$ cat src/design/ssm_consts.vh
// Constants for the safety supply monitor.
// Assumes a 25 MHz system clock and a 32-bit classic Wishbone bus.
`ifndef SSM_CONSTS_VH
`define SSM_CONSTS_VH
`define SSM_CLK_HZ      25000000
`define SSM_WD_MS       100
`define SSM_WD_CYCLES   ((`SSM_CLK_HZ / 1000) * `SSM_WD_MS)
`define SSM_ADR_CTRL    8'h00
`define SSM_ADR_WDOG    8'h04
`define SSM_ADR_STAT    8'h08
`define SSM_ADR_CKCTL   8'h0C
`define SSM_ADR_CKDAT   8'h10
`define SSM_ADR_CKVAL   8'h14
`define SSM_CTRL_CLAMP  0
`define SSM_CTRL_RELEN  1
`define SSM_CTRL_ERR    2
`define SSM_CTRL_RELSW  3
`define SSM_CTRL_RST    4'h0
`define SSM_ST_UV       0
`define SSM_ST_MEM      1
`define SSM_ST_TEMP     2
`define SSM_ST_PWR      3
`define SSM_ST_VBR      4
`define SSM_ST_CYC      5
`define SSM_ST_WD       6
`define SSM_ST_DLREF    7
`define SSM_ST_ULABT    8
`define SSM_ST_RCHK     9
`define SSM_ST_IGN      16
`define SSM_ST_TLOW     17
`define SSM_ST_TPIN     18
`define SSM_ST_RED      19
`define SSM_ST_STATE    20
`define SSM_OP_NONE     2'h0
`define SSM_OP_DL       2'h1
`define SSM_OP_UL       2'h2
`define SSM_OP_RCHK     2'h3
`endif

$ cat src/design/ssm_supply_monitor.v
// Safety supply monitor: latching, monitoring relay, supply and watchdog
// resets, self-test sequencing, write protection and image checksums.
// Assumes comparator outputs and test results arrive as asynchronous pins.
`timescale 1ns/1ps
`include "ssm_consts.vh"
module ssm_supply_monitor #(
  parameter WD_CYCLES = `SSM_WD_CYCLES
) (
  // Clock and reset
  input  wire        clk_i,
  input  wire        rst_i,
  // Wishbone slave
  input  wire        cyc_i,
  input  wire        stb_i,
  input  wire        we_i,
  input  wire [7:0]  adr_i,
  input  wire [3:0]  sel_i,
  input  wire [31:0] dat_i,
  output reg  [31:0] dat_o,
  output reg         ack_o,
  // Supply comparators, asynchronous
  input  wire        batt_present_i,
  input  wire        ign_above8_i,
  input  wire        term_above8_i,
  input  wire        supply_above10_i,
  input  wire        test_pin_i,
  // Self-test engine, asynchronous
  input  wire        test_done_i,
  input  wire [5:0]  test_fail_i,
  // Cyclic monitors, asynchronous
  input  wire        overtemp_i,
  input  wire        power_fault_i,
  input  wire        relayed_fault_i,
  input  wire        io_fault_i,
  input  wire        coproc_alive_i,
  input  wire        xtal_ok_i,
  input  wire [2:0]  check_fail_i,
  // Power and relays
  output wire        power_keep_o,
  output wire        clamp_relay_o,
  output wire        relay_chan_a_o,
  output wire        relay_chan_b_o,
  output wire        outputs_en_o,
  // Sequencing
  output reg         test_start_o,
  output reg         sys_reset_o,
  output wire        io_diag_en_o,
  output wire        red_led_o,
  // Protection
  output wire        wp_sysdata_o,
  output wire        wp_flash_o,
  output wire        debug_en_o
);
  localparam S_INIT  = 3'h0;
  localparam S_TEST  = 3'h1;
  localparam S_RUN   = 3'h2;
  localparam S_STOP  = 3'h3;
  localparam S_FATAL = 3'h4;
  localparam S_UV    = 3'h5;
  localparam S_UVHLD = 3'h6;
  localparam NS = 15;

  // Two-flop synchronisers for every pin
  wire [NS-1:0] pins_raw;
  reg  [NS-1:0] meta_reg;
  reg  [NS-1:0] sync_reg;
  assign pins_raw = {check_fail_i, xtal_ok_i, coproc_alive_i, io_fault_i,
                     relayed_fault_i, power_fault_i, overtemp_i, test_done_i,
                     test_pin_i, supply_above10_i, term_above8_i,
                     ign_above8_i, batt_present_i};
  always @(posedge clk_i) begin
    meta_reg <= pins_raw;
    sync_reg <= meta_reg;
  end
  wire       batt_ok  = sync_reg[0];
  wire       ign_ok   = sync_reg[1];
  wire       term_ok  = sync_reg[2];
  wire       sup10_ok = sync_reg[3];
  wire       tpin     = sync_reg[4];
  wire       tdone    = sync_reg[5];
  wire       f_temp   = sync_reg[6];
  wire       f_pwr    = sync_reg[7];
  wire       f_vbr    = sync_reg[8];
  wire       f_io     = sync_reg[9];
  wire       cop_ok   = sync_reg[10];
  wire       xtal_ok  = sync_reg[11];
  wire [2:0] chk_fail = sync_reg[14:12];
  // Test results are captured only once done is seen, so a plain sync is enough
  reg  [5:0] tf_meta_reg;
  reg  [5:0] tf_reg;
  always @(posedge clk_i) begin
    tf_meta_reg <= test_fail_i;
    tf_reg      <= tf_meta_reg;
  end

  // Bus access
  wire bus_req = cyc_i & stb_i;
  wire wr_en   = bus_req & we_i & ack_o & sel_i[0];
  function hit;
    input [7:0] a;
    input [7:0] b;
    hit = (a == b);
  endfunction

  reg  [2:0]  state_reg;
  reg  [3:0]  ctrl_reg;
  reg  [9:0]  stat_reg;
  reg  [21:0] wd_cnt_reg;
  reg         red_reg;
  reg  [1:0]  ck_op_reg;
  reg         ck_eep_reg;
  reg  [15:0] ck_sum_reg;
  reg  [15:0] ck_store_reg;
  reg  [7:0]  ck_b1_reg;
  reg  [7:0]  ck_b2_reg;
  reg  [1:0]  ck_cnt_reg;
  reg         ck_ok_reg;

  wire kick      = wr_en & hit(adr_i, `SSM_ADR_WDOG);
  wire wd_expire = (wd_cnt_reg == WD_CYCLES[21:0] - 22'h1);
  wire running   = (state_reg == S_RUN);
  wire sys_fault = ~cop_ok | ~xtal_ok | (|chk_fail);
  wire io_bad    = f_io & running;
  wire cyc_fault = running & (sys_fault | io_bad | f_temp | f_pwr | f_vbr);
  wire mem_fail  = tf_reg[0] | tf_reg[3] | tf_reg[4] | tf_reg[5];
  wire oth_fail  = tf_reg[1] | tf_reg[2];

  // watchdog count; kicks ignored in undervoltage
  always @(posedge clk_i) begin
    if (rst_i) begin
      wd_cnt_reg <= 22'h000000;
    end else if ((state_reg != S_RUN) && (state_reg != S_STOP) && (state_reg != S_UV)) begin
      wd_cnt_reg <= 22'h000000;
    end else if (kick && (state_reg != S_UV)) begin
      wd_cnt_reg <= 22'h000000;
    end else if (!wd_expire) begin
      wd_cnt_reg <= wd_cnt_reg + 22'h000001;
    end
  end

  // Sequencer
  always @(posedge clk_i) begin
    if (rst_i) begin
      state_reg    <= S_INIT;
      test_start_o <= 1'b0;
      sys_reset_o  <= 1'b0;
      red_reg      <= 1'b0;
    end else begin
      test_start_o <= 1'b0;
      sys_reset_o  <= 1'b0;
      case (state_reg)
        S_INIT: begin
          red_reg <= 1'b0;
          if (ign_ok && sup10_ok) begin
            state_reg    <= S_TEST;
            test_start_o <= 1'b1;
          end
        end
        S_TEST: begin
          if (tdone && !test_start_o) begin
            if (oth_fail || (mem_fail && !tpin)) begin
              red_reg   <= 1'b1;
              state_reg <= S_FATAL;
            end else begin
              state_reg <= S_RUN;
            end
          end
        end
        S_RUN: begin
          if (!ign_ok) begin
            state_reg <= S_UV;
          end else if (wd_expire) begin
            sys_reset_o <= 1'b1;
            state_reg   <= S_INIT;
          end else if (cyc_fault) begin
            red_reg   <= 1'b1;
            state_reg <= S_STOP;
          end
        end
        S_STOP: begin
          if (!ign_ok) begin
            state_reg <= S_UV;
          end
        end
        S_UV: begin
          if (wd_expire) begin
            sys_reset_o <= 1'b1;
            state_reg   <= S_UVHLD;
          end
        end
        S_UVHLD: begin
          sys_reset_o <= 1'b1;
          if (ign_ok && term_ok && sup10_ok) begin
            state_reg <= S_INIT;
          end
        end
        S_FATAL: begin
          red_reg <= 1'b1;
        end
        default: begin
          state_reg <= S_INIT;
        end
      endcase
    end
  end

  // Control register; reset also on watchdog or undervoltage reset
  always @(posedge clk_i) begin
    if (rst_i || sys_reset_o) begin
      ctrl_reg <= `SSM_CTRL_RST;
    end else if (wr_en && hit(adr_i, `SSM_ADR_CTRL)) begin
      ctrl_reg <= dat_i[3:0];
      if (dat_i[`SSM_CTRL_ERR]) begin
        ctrl_reg[`SSM_CTRL_RELEN] <= 1'b0;
      end
    end
  end

  wire clamp_hold = ctrl_reg[`SSM_CTRL_CLAMP];
  wire rel_en     = ctrl_reg[`SSM_CTRL_RELEN];
  wire err_flag   = ctrl_reg[`SSM_CTRL_ERR];
  wire rel_sw     = ctrl_reg[`SSM_CTRL_RELSW];
  wire wd_healthy = running & ~wd_expire;

  wire latched = batt_ok & clamp_hold;
  assign power_keep_o  = ign_ok | latched;
  assign clamp_relay_o = clamp_hold;
  assign relay_chan_a_o = wd_healthy & rel_en & rel_sw;
  assign relay_chan_b_o = ~err_flag;
  assign outputs_en_o   = running & rel_en & ~err_flag;
  assign io_diag_en_o   = running;
  assign red_led_o      = red_reg;
  assign wp_sysdata_o = ~tpin;
  assign wp_flash_o   = ~tpin;
  assign debug_en_o   = tpin;

  // Checksum engine: the two newest bytes are held back as the checksum
  wire ck_ctl_wr = wr_en && hit(adr_i, `SSM_ADR_CKCTL);
  wire ck_dat_wr = wr_en && hit(adr_i, `SSM_ADR_CKDAT);
  wire ck_end    = ck_ctl_wr && dat_i[3] && (ck_op_reg != `SSM_OP_NONE);
  wire [15:0] ck_tail  = {ck_b2_reg, ck_b1_reg};
  wire        ck_match = (ck_cnt_reg == 2'h2) && (ck_tail == ck_sum_reg);
  wire        rc_match = (ck_sum_reg == ck_store_reg);
  reg  [9:0]  ev_set;
  always @* begin
    ev_set = 10'h000;
    ev_set[`SSM_ST_UV]   = (state_reg == S_RUN || state_reg == S_STOP) && !ign_ok;
    ev_set[`SSM_ST_MEM]  = (state_reg == S_TEST) && tdone && !test_start_o && mem_fail && tpin;
    ev_set[`SSM_ST_TEMP] = running & f_temp;
    ev_set[`SSM_ST_PWR]  = running & f_pwr;
    ev_set[`SSM_ST_VBR]  = running & f_vbr;
    ev_set[`SSM_ST_CYC]  = cyc_fault;
    ev_set[`SSM_ST_WD]   = running & ign_ok & wd_expire;
    ev_set[`SSM_ST_DLREF] = ck_end && (ck_op_reg == `SSM_OP_DL) && !ck_match;
    ev_set[`SSM_ST_ULABT] = ck_end && (ck_op_reg == `SSM_OP_UL) && !ck_match;
    ev_set[`SSM_ST_RCHK]  = ck_end && (ck_op_reg == `SSM_OP_RCHK) && !rc_match && !ck_eep_reg;
  end

  always @(posedge clk_i) begin
    if (rst_i) begin
      ck_op_reg    <= `SSM_OP_NONE;
      ck_eep_reg   <= 1'b0;
      ck_sum_reg   <= 16'h0000;
      ck_store_reg <= 16'h0000;
      ck_b1_reg    <= 8'h00;
      ck_b2_reg    <= 8'h00;
      ck_cnt_reg   <= 2'h0;
      ck_ok_reg    <= 1'b0;
    end else if (ck_end) begin
      ck_op_reg <= `SSM_OP_NONE;
      if (ck_op_reg == `SSM_OP_RCHK) begin
        ck_ok_reg <= rc_match | ck_eep_reg;
      end else begin
        ck_ok_reg <= ck_match;
      end
      if ((ck_op_reg == `SSM_OP_DL) && ck_match) begin
        ck_store_reg <= ck_sum_reg;
      end
    end else if (ck_ctl_wr && (dat_i[1:0] != `SSM_OP_NONE)) begin
      // Start clears the running sum, the byte count and the result flag
      ck_op_reg  <= dat_i[1:0];
      ck_eep_reg <= dat_i[2];
      ck_sum_reg <= 16'h0000;
      ck_cnt_reg <= 2'h0;
      ck_ok_reg  <= 1'b0;
    end else if (ck_dat_wr && (ck_op_reg != `SSM_OP_NONE)) begin
      ck_b2_reg <= ck_b1_reg;
      ck_b1_reg <= dat_i[7:0];
      if (ck_cnt_reg == 2'h2) begin
        ck_sum_reg <= ck_sum_reg + {8'h00, ck_b2_reg};
      end else begin
        ck_cnt_reg <= ck_cnt_reg + 2'h1;
      end
    end
  end

  // Sticky status; a set in the clearing cycle wins
  wire [9:0] st_clr = (wr_en && hit(adr_i, `SSM_ADR_STAT)) ? dat_i[9:0] : 10'h000;
  always @(posedge clk_i) begin
    if (rst_i) begin
      stat_reg <= 10'h000;
    end else begin
      stat_reg <= (stat_reg & ~st_clr) | ev_set;
    end
  end

  // Read mux and ack; unmapped addresses read zero
  always @(posedge clk_i) begin
    if (rst_i) begin
      ack_o <= 1'b0;
      dat_o <= 32'h00000000;
    end else begin
      ack_o <= bus_req & ~ack_o;
      dat_o <= 32'h00000000;
      if (bus_req && !ack_o && !we_i) begin
        case (adr_i)
          `SSM_ADR_CTRL: dat_o <= {28'h0000000, ctrl_reg};
          `SSM_ADR_STAT: begin
            dat_o[9:0]           <= stat_reg;
            dat_o[`SSM_ST_IGN]   <= ign_ok;
            dat_o[`SSM_ST_TLOW]  <= ~term_ok;
            dat_o[`SSM_ST_TPIN]  <= tpin;
            dat_o[`SSM_ST_RED]   <= red_reg;
            dat_o[22:20]         <= state_reg;
          end
          `SSM_ADR_CKCTL: dat_o <= {26'h0, ck_ok_reg, (ck_op_reg != `SSM_OP_NONE),
                                    1'b0, ck_eep_reg, ck_op_reg};
          `SSM_ADR_CKVAL: dat_o <= {16'h0000, ck_sum_reg};
          default:        dat_o <= 32'h00000000;
        endcase
      end
    end
  end
endmodule // ssm_supply_monitor

$ cat config.mk
export PLATFORM = sky130hd
export DESIGN_NAME = ssm_supply_monitor
export DESIGN_NICKNAME = d
export VERILOG_FILES = /design/src/design/ssm_supply_monitor.v
export VERILOG_INCLUDE_DIRS = /design/src /design/src/design
export SDC_FILE = /design/constraint.sdc
export NUM_CORES = 1
export LEC_CHECK = 0
export BUFFER_PORTS_ARGS = -buffer_cell sky130_fd_sc_hd__clkbuf_2
export CAP_MARGIN = 25
export CORE_MARGIN = 1
export CORE_UTILIZATION = 35
export CTS_BUF_LIST = sky130_fd_sc_hd__clkbuf_8
export CTS_CLUSTER_DIAMETER = 40
export DETAILED_ROUTE_END_ITERATION = 12
export PLACE_DENSITY_LB_ADDON = 0.08
export SYNTH_ARGS = -nofsm -noshare
export SYNTH_HDL_FRONTEND = slang
export SYNTH_SLANG_ARGS = --single-unit
$ cat constraint.sdc
create_clock -name clk_i -period 2.4 [get_ports clk_i]
set_clock_uncertainty 0.05 [all_clocks]
set_input_delay 0.36 -clock clk_i [delete_from_list [all_inputs] [get_ports clk_i]]
set_output_delay 0.36 -clock clk_i [all_outputs]
set_load 0.005 [all_outputs]
==> impl_results.md <==
* Required time at the worst-slack endpoint at 1990 ps
* NumNets Final at 980
* Reg-to-reg critical path endpoint: ck_sum_reg[10]
* First-pass GRT wire length at about 32,000 µm
* ANT nets after route at 0
* Top routing layer used: met4
* Wirelength, routed at 20,000 µm
* Most area-consuming cells after synthesis: sky130_fd_sc_hd__dfxtp_1, sky130_fd_sc_hd__xnor2_1, sky130_fd_sc_hd__a21oi_1
* Final slew viol count at 0
* Cell area reported after detailed placement at just under 8000 µm²
* RSZ-0062 raised after global routing: no
* Met2 routed WL at approximately 9900 µm
* Outcome: completed
* Most common flop cell mapped by yosys: sky130_fd_sc_hd__dfxtp_1
* Worst-Margin Slew at roughly 770 ps
* Pin count of the biggest net entering global routing at between 60 and 70
* Post-Syn Area at roughly 7000 µm²
* Average wire length per cell after detail routing at between 15 and 20 µm
* Fin area at around 8600 µm²
* Data arrival time of the critical path at 1890 ps
* Post-DP HPWL at 14,400 µm
* Clock-pin slew on the worst setup and hold paths at around 110 ps
* Proportion of synthesized chip area in sequential cells at 47.0%
* Type of the tightest min-delay check: input port to flop
* Worst R2R Path Depth at 8
* Post-Synthesis Cells at around 760
* Final Hold Viols at 0
* Static leakage at ~3.2 nW
* H-tree depth at 4
* Flip-flop count of the largest register after layout at 23
* Ys Warns at 0
* Antenna violations before repair at 0
* Layout overhead on the synthesized area at 24.2%
* Width of the die at 142 µm
* Count of pins on the block boundary at around 120
* Count of TritonRoute iterations in the first routing pass at 7
* FILL cells at roughly 1,900
* Largest fanout on the critical path at 8
* Die footprint at 20,300 µm²
* GRT overflow at 0
* CTS Root Cell: sky130_fd_sc_hd__clkbuf_8
* Routed length on met1 at a little under 9000 µm
* Setup TNS Final at 0 ps
* Post-Synthesis Mean Instance Area at between 9 and 10 µm²
* Endpoints failing setup at 0
* Share of synthesized flip-flops with an asynchronous set or reset at 0%
* Total DRC errors in the routed layout at 0
* Launching point of the worst reg2reg path: ck_sum_reg[0]
* Chip height at ~140 µm
* Power per cell area at around 650 nW/µm²
* Worst setup SP type: flop
* Worst setup EP type: output pin
* Final Cycle Share at between 90% and 100%
* Clk buf depth at 2
* End of the worst hold path: ck_b1_reg[4]
* Launch point of the worst hold path: dat_i[4]
* Placeable core region at ~19,000 µm²
* Fmax achieved at ~430 MHz
* Initial standard-cell utilization of the core at about 36%
* Post-layout minimum cycle time at between 2000 and 2500 ps
* Via count of the first global-routing pass at approximately 6,000
* RD Place Congestion at approximately 0.92
* Area fraction of the dominant cell type after synthesis at 47.0%
* Clock latency reported for the late side of the worst-skew pair at ~480 ps
* All-layer global routing usage at between 20% and 30%
* Peak ir drop on the vdd network at 361 µV
* First-iteration detailed-routing DRC count at between 300 and 400
* # clock sinks at approximately 160
* Number of cell rows at 50
* CTS tree: done
* Number of inserted diodes at 0
* Total clock buffers created by CTS at 17
* Overall via count from detail_route at about 6,100
* Fraction of final layout cells sized beyond drive strength 1 at ~21%
* Setup CP Type: flop to output pin
* Worst-case register-to-register setup slack at ~190 ps
* # port buffers at 80
* Largest area contributor in the netlist: sky130_fd_sc_hd__dfxtp_1
* Worst relative slew slack at 48.5%
* Ratio of routed vias to standard cells at 5.23
* Max Cap Violations at 0
* Total met3 wirelength after detailed routing at 927 µm
* Number of distinct standard cells referenced by the synthesized netlist at 66
* FF+latch count, synth at around 160
* Number of synthesized flops with an enable pin at 0
* Cell depth of the worst min-delay path at 3
-- cell usage after synthesis (all sizes together), types with 10 or more instances --
master / n
a21oi: 58
a22oi: 10
and3: 12
buf: 19
clkbuf: 34
dfxtp: 162
ha: 10
inv: 17
mux2i: 13
nand2: 72
nand3: 33
nand4: 31
nor2: 65
nor3: 16
nor4: 19
o21ai: 22
o31ai: 18
xnor2: 45
-- worst max path at each step --
stage	start	endpoint	slack [ps]
after floorplan	adr_i[7]	ck_sum_reg[8]	150
after global placement	adr_i[5]	stat_reg[9]	10
after detailed placement	adr_i[5]	stat_reg[9]	-20
after CTS	wd_cnt_reg[0]	relay_chan_a_o	20
after global routing	ck_sum_reg[0]	ck_sum_reg[14]	10
final	wd_cnt_reg[1]	relay_chan_a_o	100
-- area by class of cell --
cell class                 instances  area (µm²)  area share (%)
clock buffer                      17         234            2.73
clock inverter                    15         204            2.38
inverter                          17        63.8           0.744
multi-input combinational        539        3400            39.7
sequential                       162        3250            37.9
tap                              260         325            3.79
timing repair buffer             162        1100            12.8
-- cell usage in the layout, fill, tap and decap left out, drive strengths merged, types with 19 or more instances in the layout --
cell         instances
buf                 61
inv                 22
xnor2               45
nand2               72
nor4                19
a21oi               58
nand4               31
dfxtp              162
clkbuf              97
dlygate4sd3         21
o21ai               22
nand3               33
nor2                65
-- where the power goes --
part           internal (mW)  total [mW]  switching, mW
combinational          0.270       0.617          0.347
clock                  0.820        2.10           1.28
sequential              2.79        2.88         0.0936
-- per-layer routing --
metal | track usage (%) | up-vias
li1 | - | 3009
met1 | 25.8 | 2926
met2 | 35.7 | 165
met3 | 4.41 | 27
met4 | 5.60 | 0
met5 | 0 | -
-- repair_timing --
action / CTS / global route
hold buffers: 21 / 0
endpoints found under the setup margin: 1 / 2
gates resized for setup: 5 / 5
pin swaps: 1 / 1
hold endpoints to repair: 21 / 0
buffers inserted: 2 / 0
-- kinds of logic after synthesis --
logic type | synth area share, %
mux | 2.38
simple gates | 22.7
other cells | 0.0543
buf+inv | 4.61
fa+ha+maj | 2.10
compound gates | 14.5
flops | 47.0
xor+xnor | 6.73
-- through the flow --
stage          worst slack, ps  total power [mW]  instances  hold WS [ps]  util, %
2_1_floorplan              153              3.30        771           260        -
6_report                  98.7              5.60       1172           101     45.1
3_3_place_gp              11.5              3.51       1117           260     41.4
4_1_cts                   18.8              5.64       1172          94.3     45.0
3_5_place_dp             -23.7              3.52       1117           263     41.4
5_1_grt                   13.7              5.85       1172          78.5     45.1
-- critical path, cell delays in order (launching register included) --
cell	delay, ps
sky130_fd_sc_hd__dfxtp_2	380
sky130_fd_sc_hd__ha_4	140
sky130_fd_sc_hd__and4_4	260
sky130_fd_sc_hd__nand4_1	150
sky130_fd_sc_hd__buf_6	170
sky130_fd_sc_hd__nor2_2	110
sky130_fd_sc_hd__nor2_1	70
sky130_fd_sc_hd__clkbuf_2	120
(Power assumes the default switching activity.)
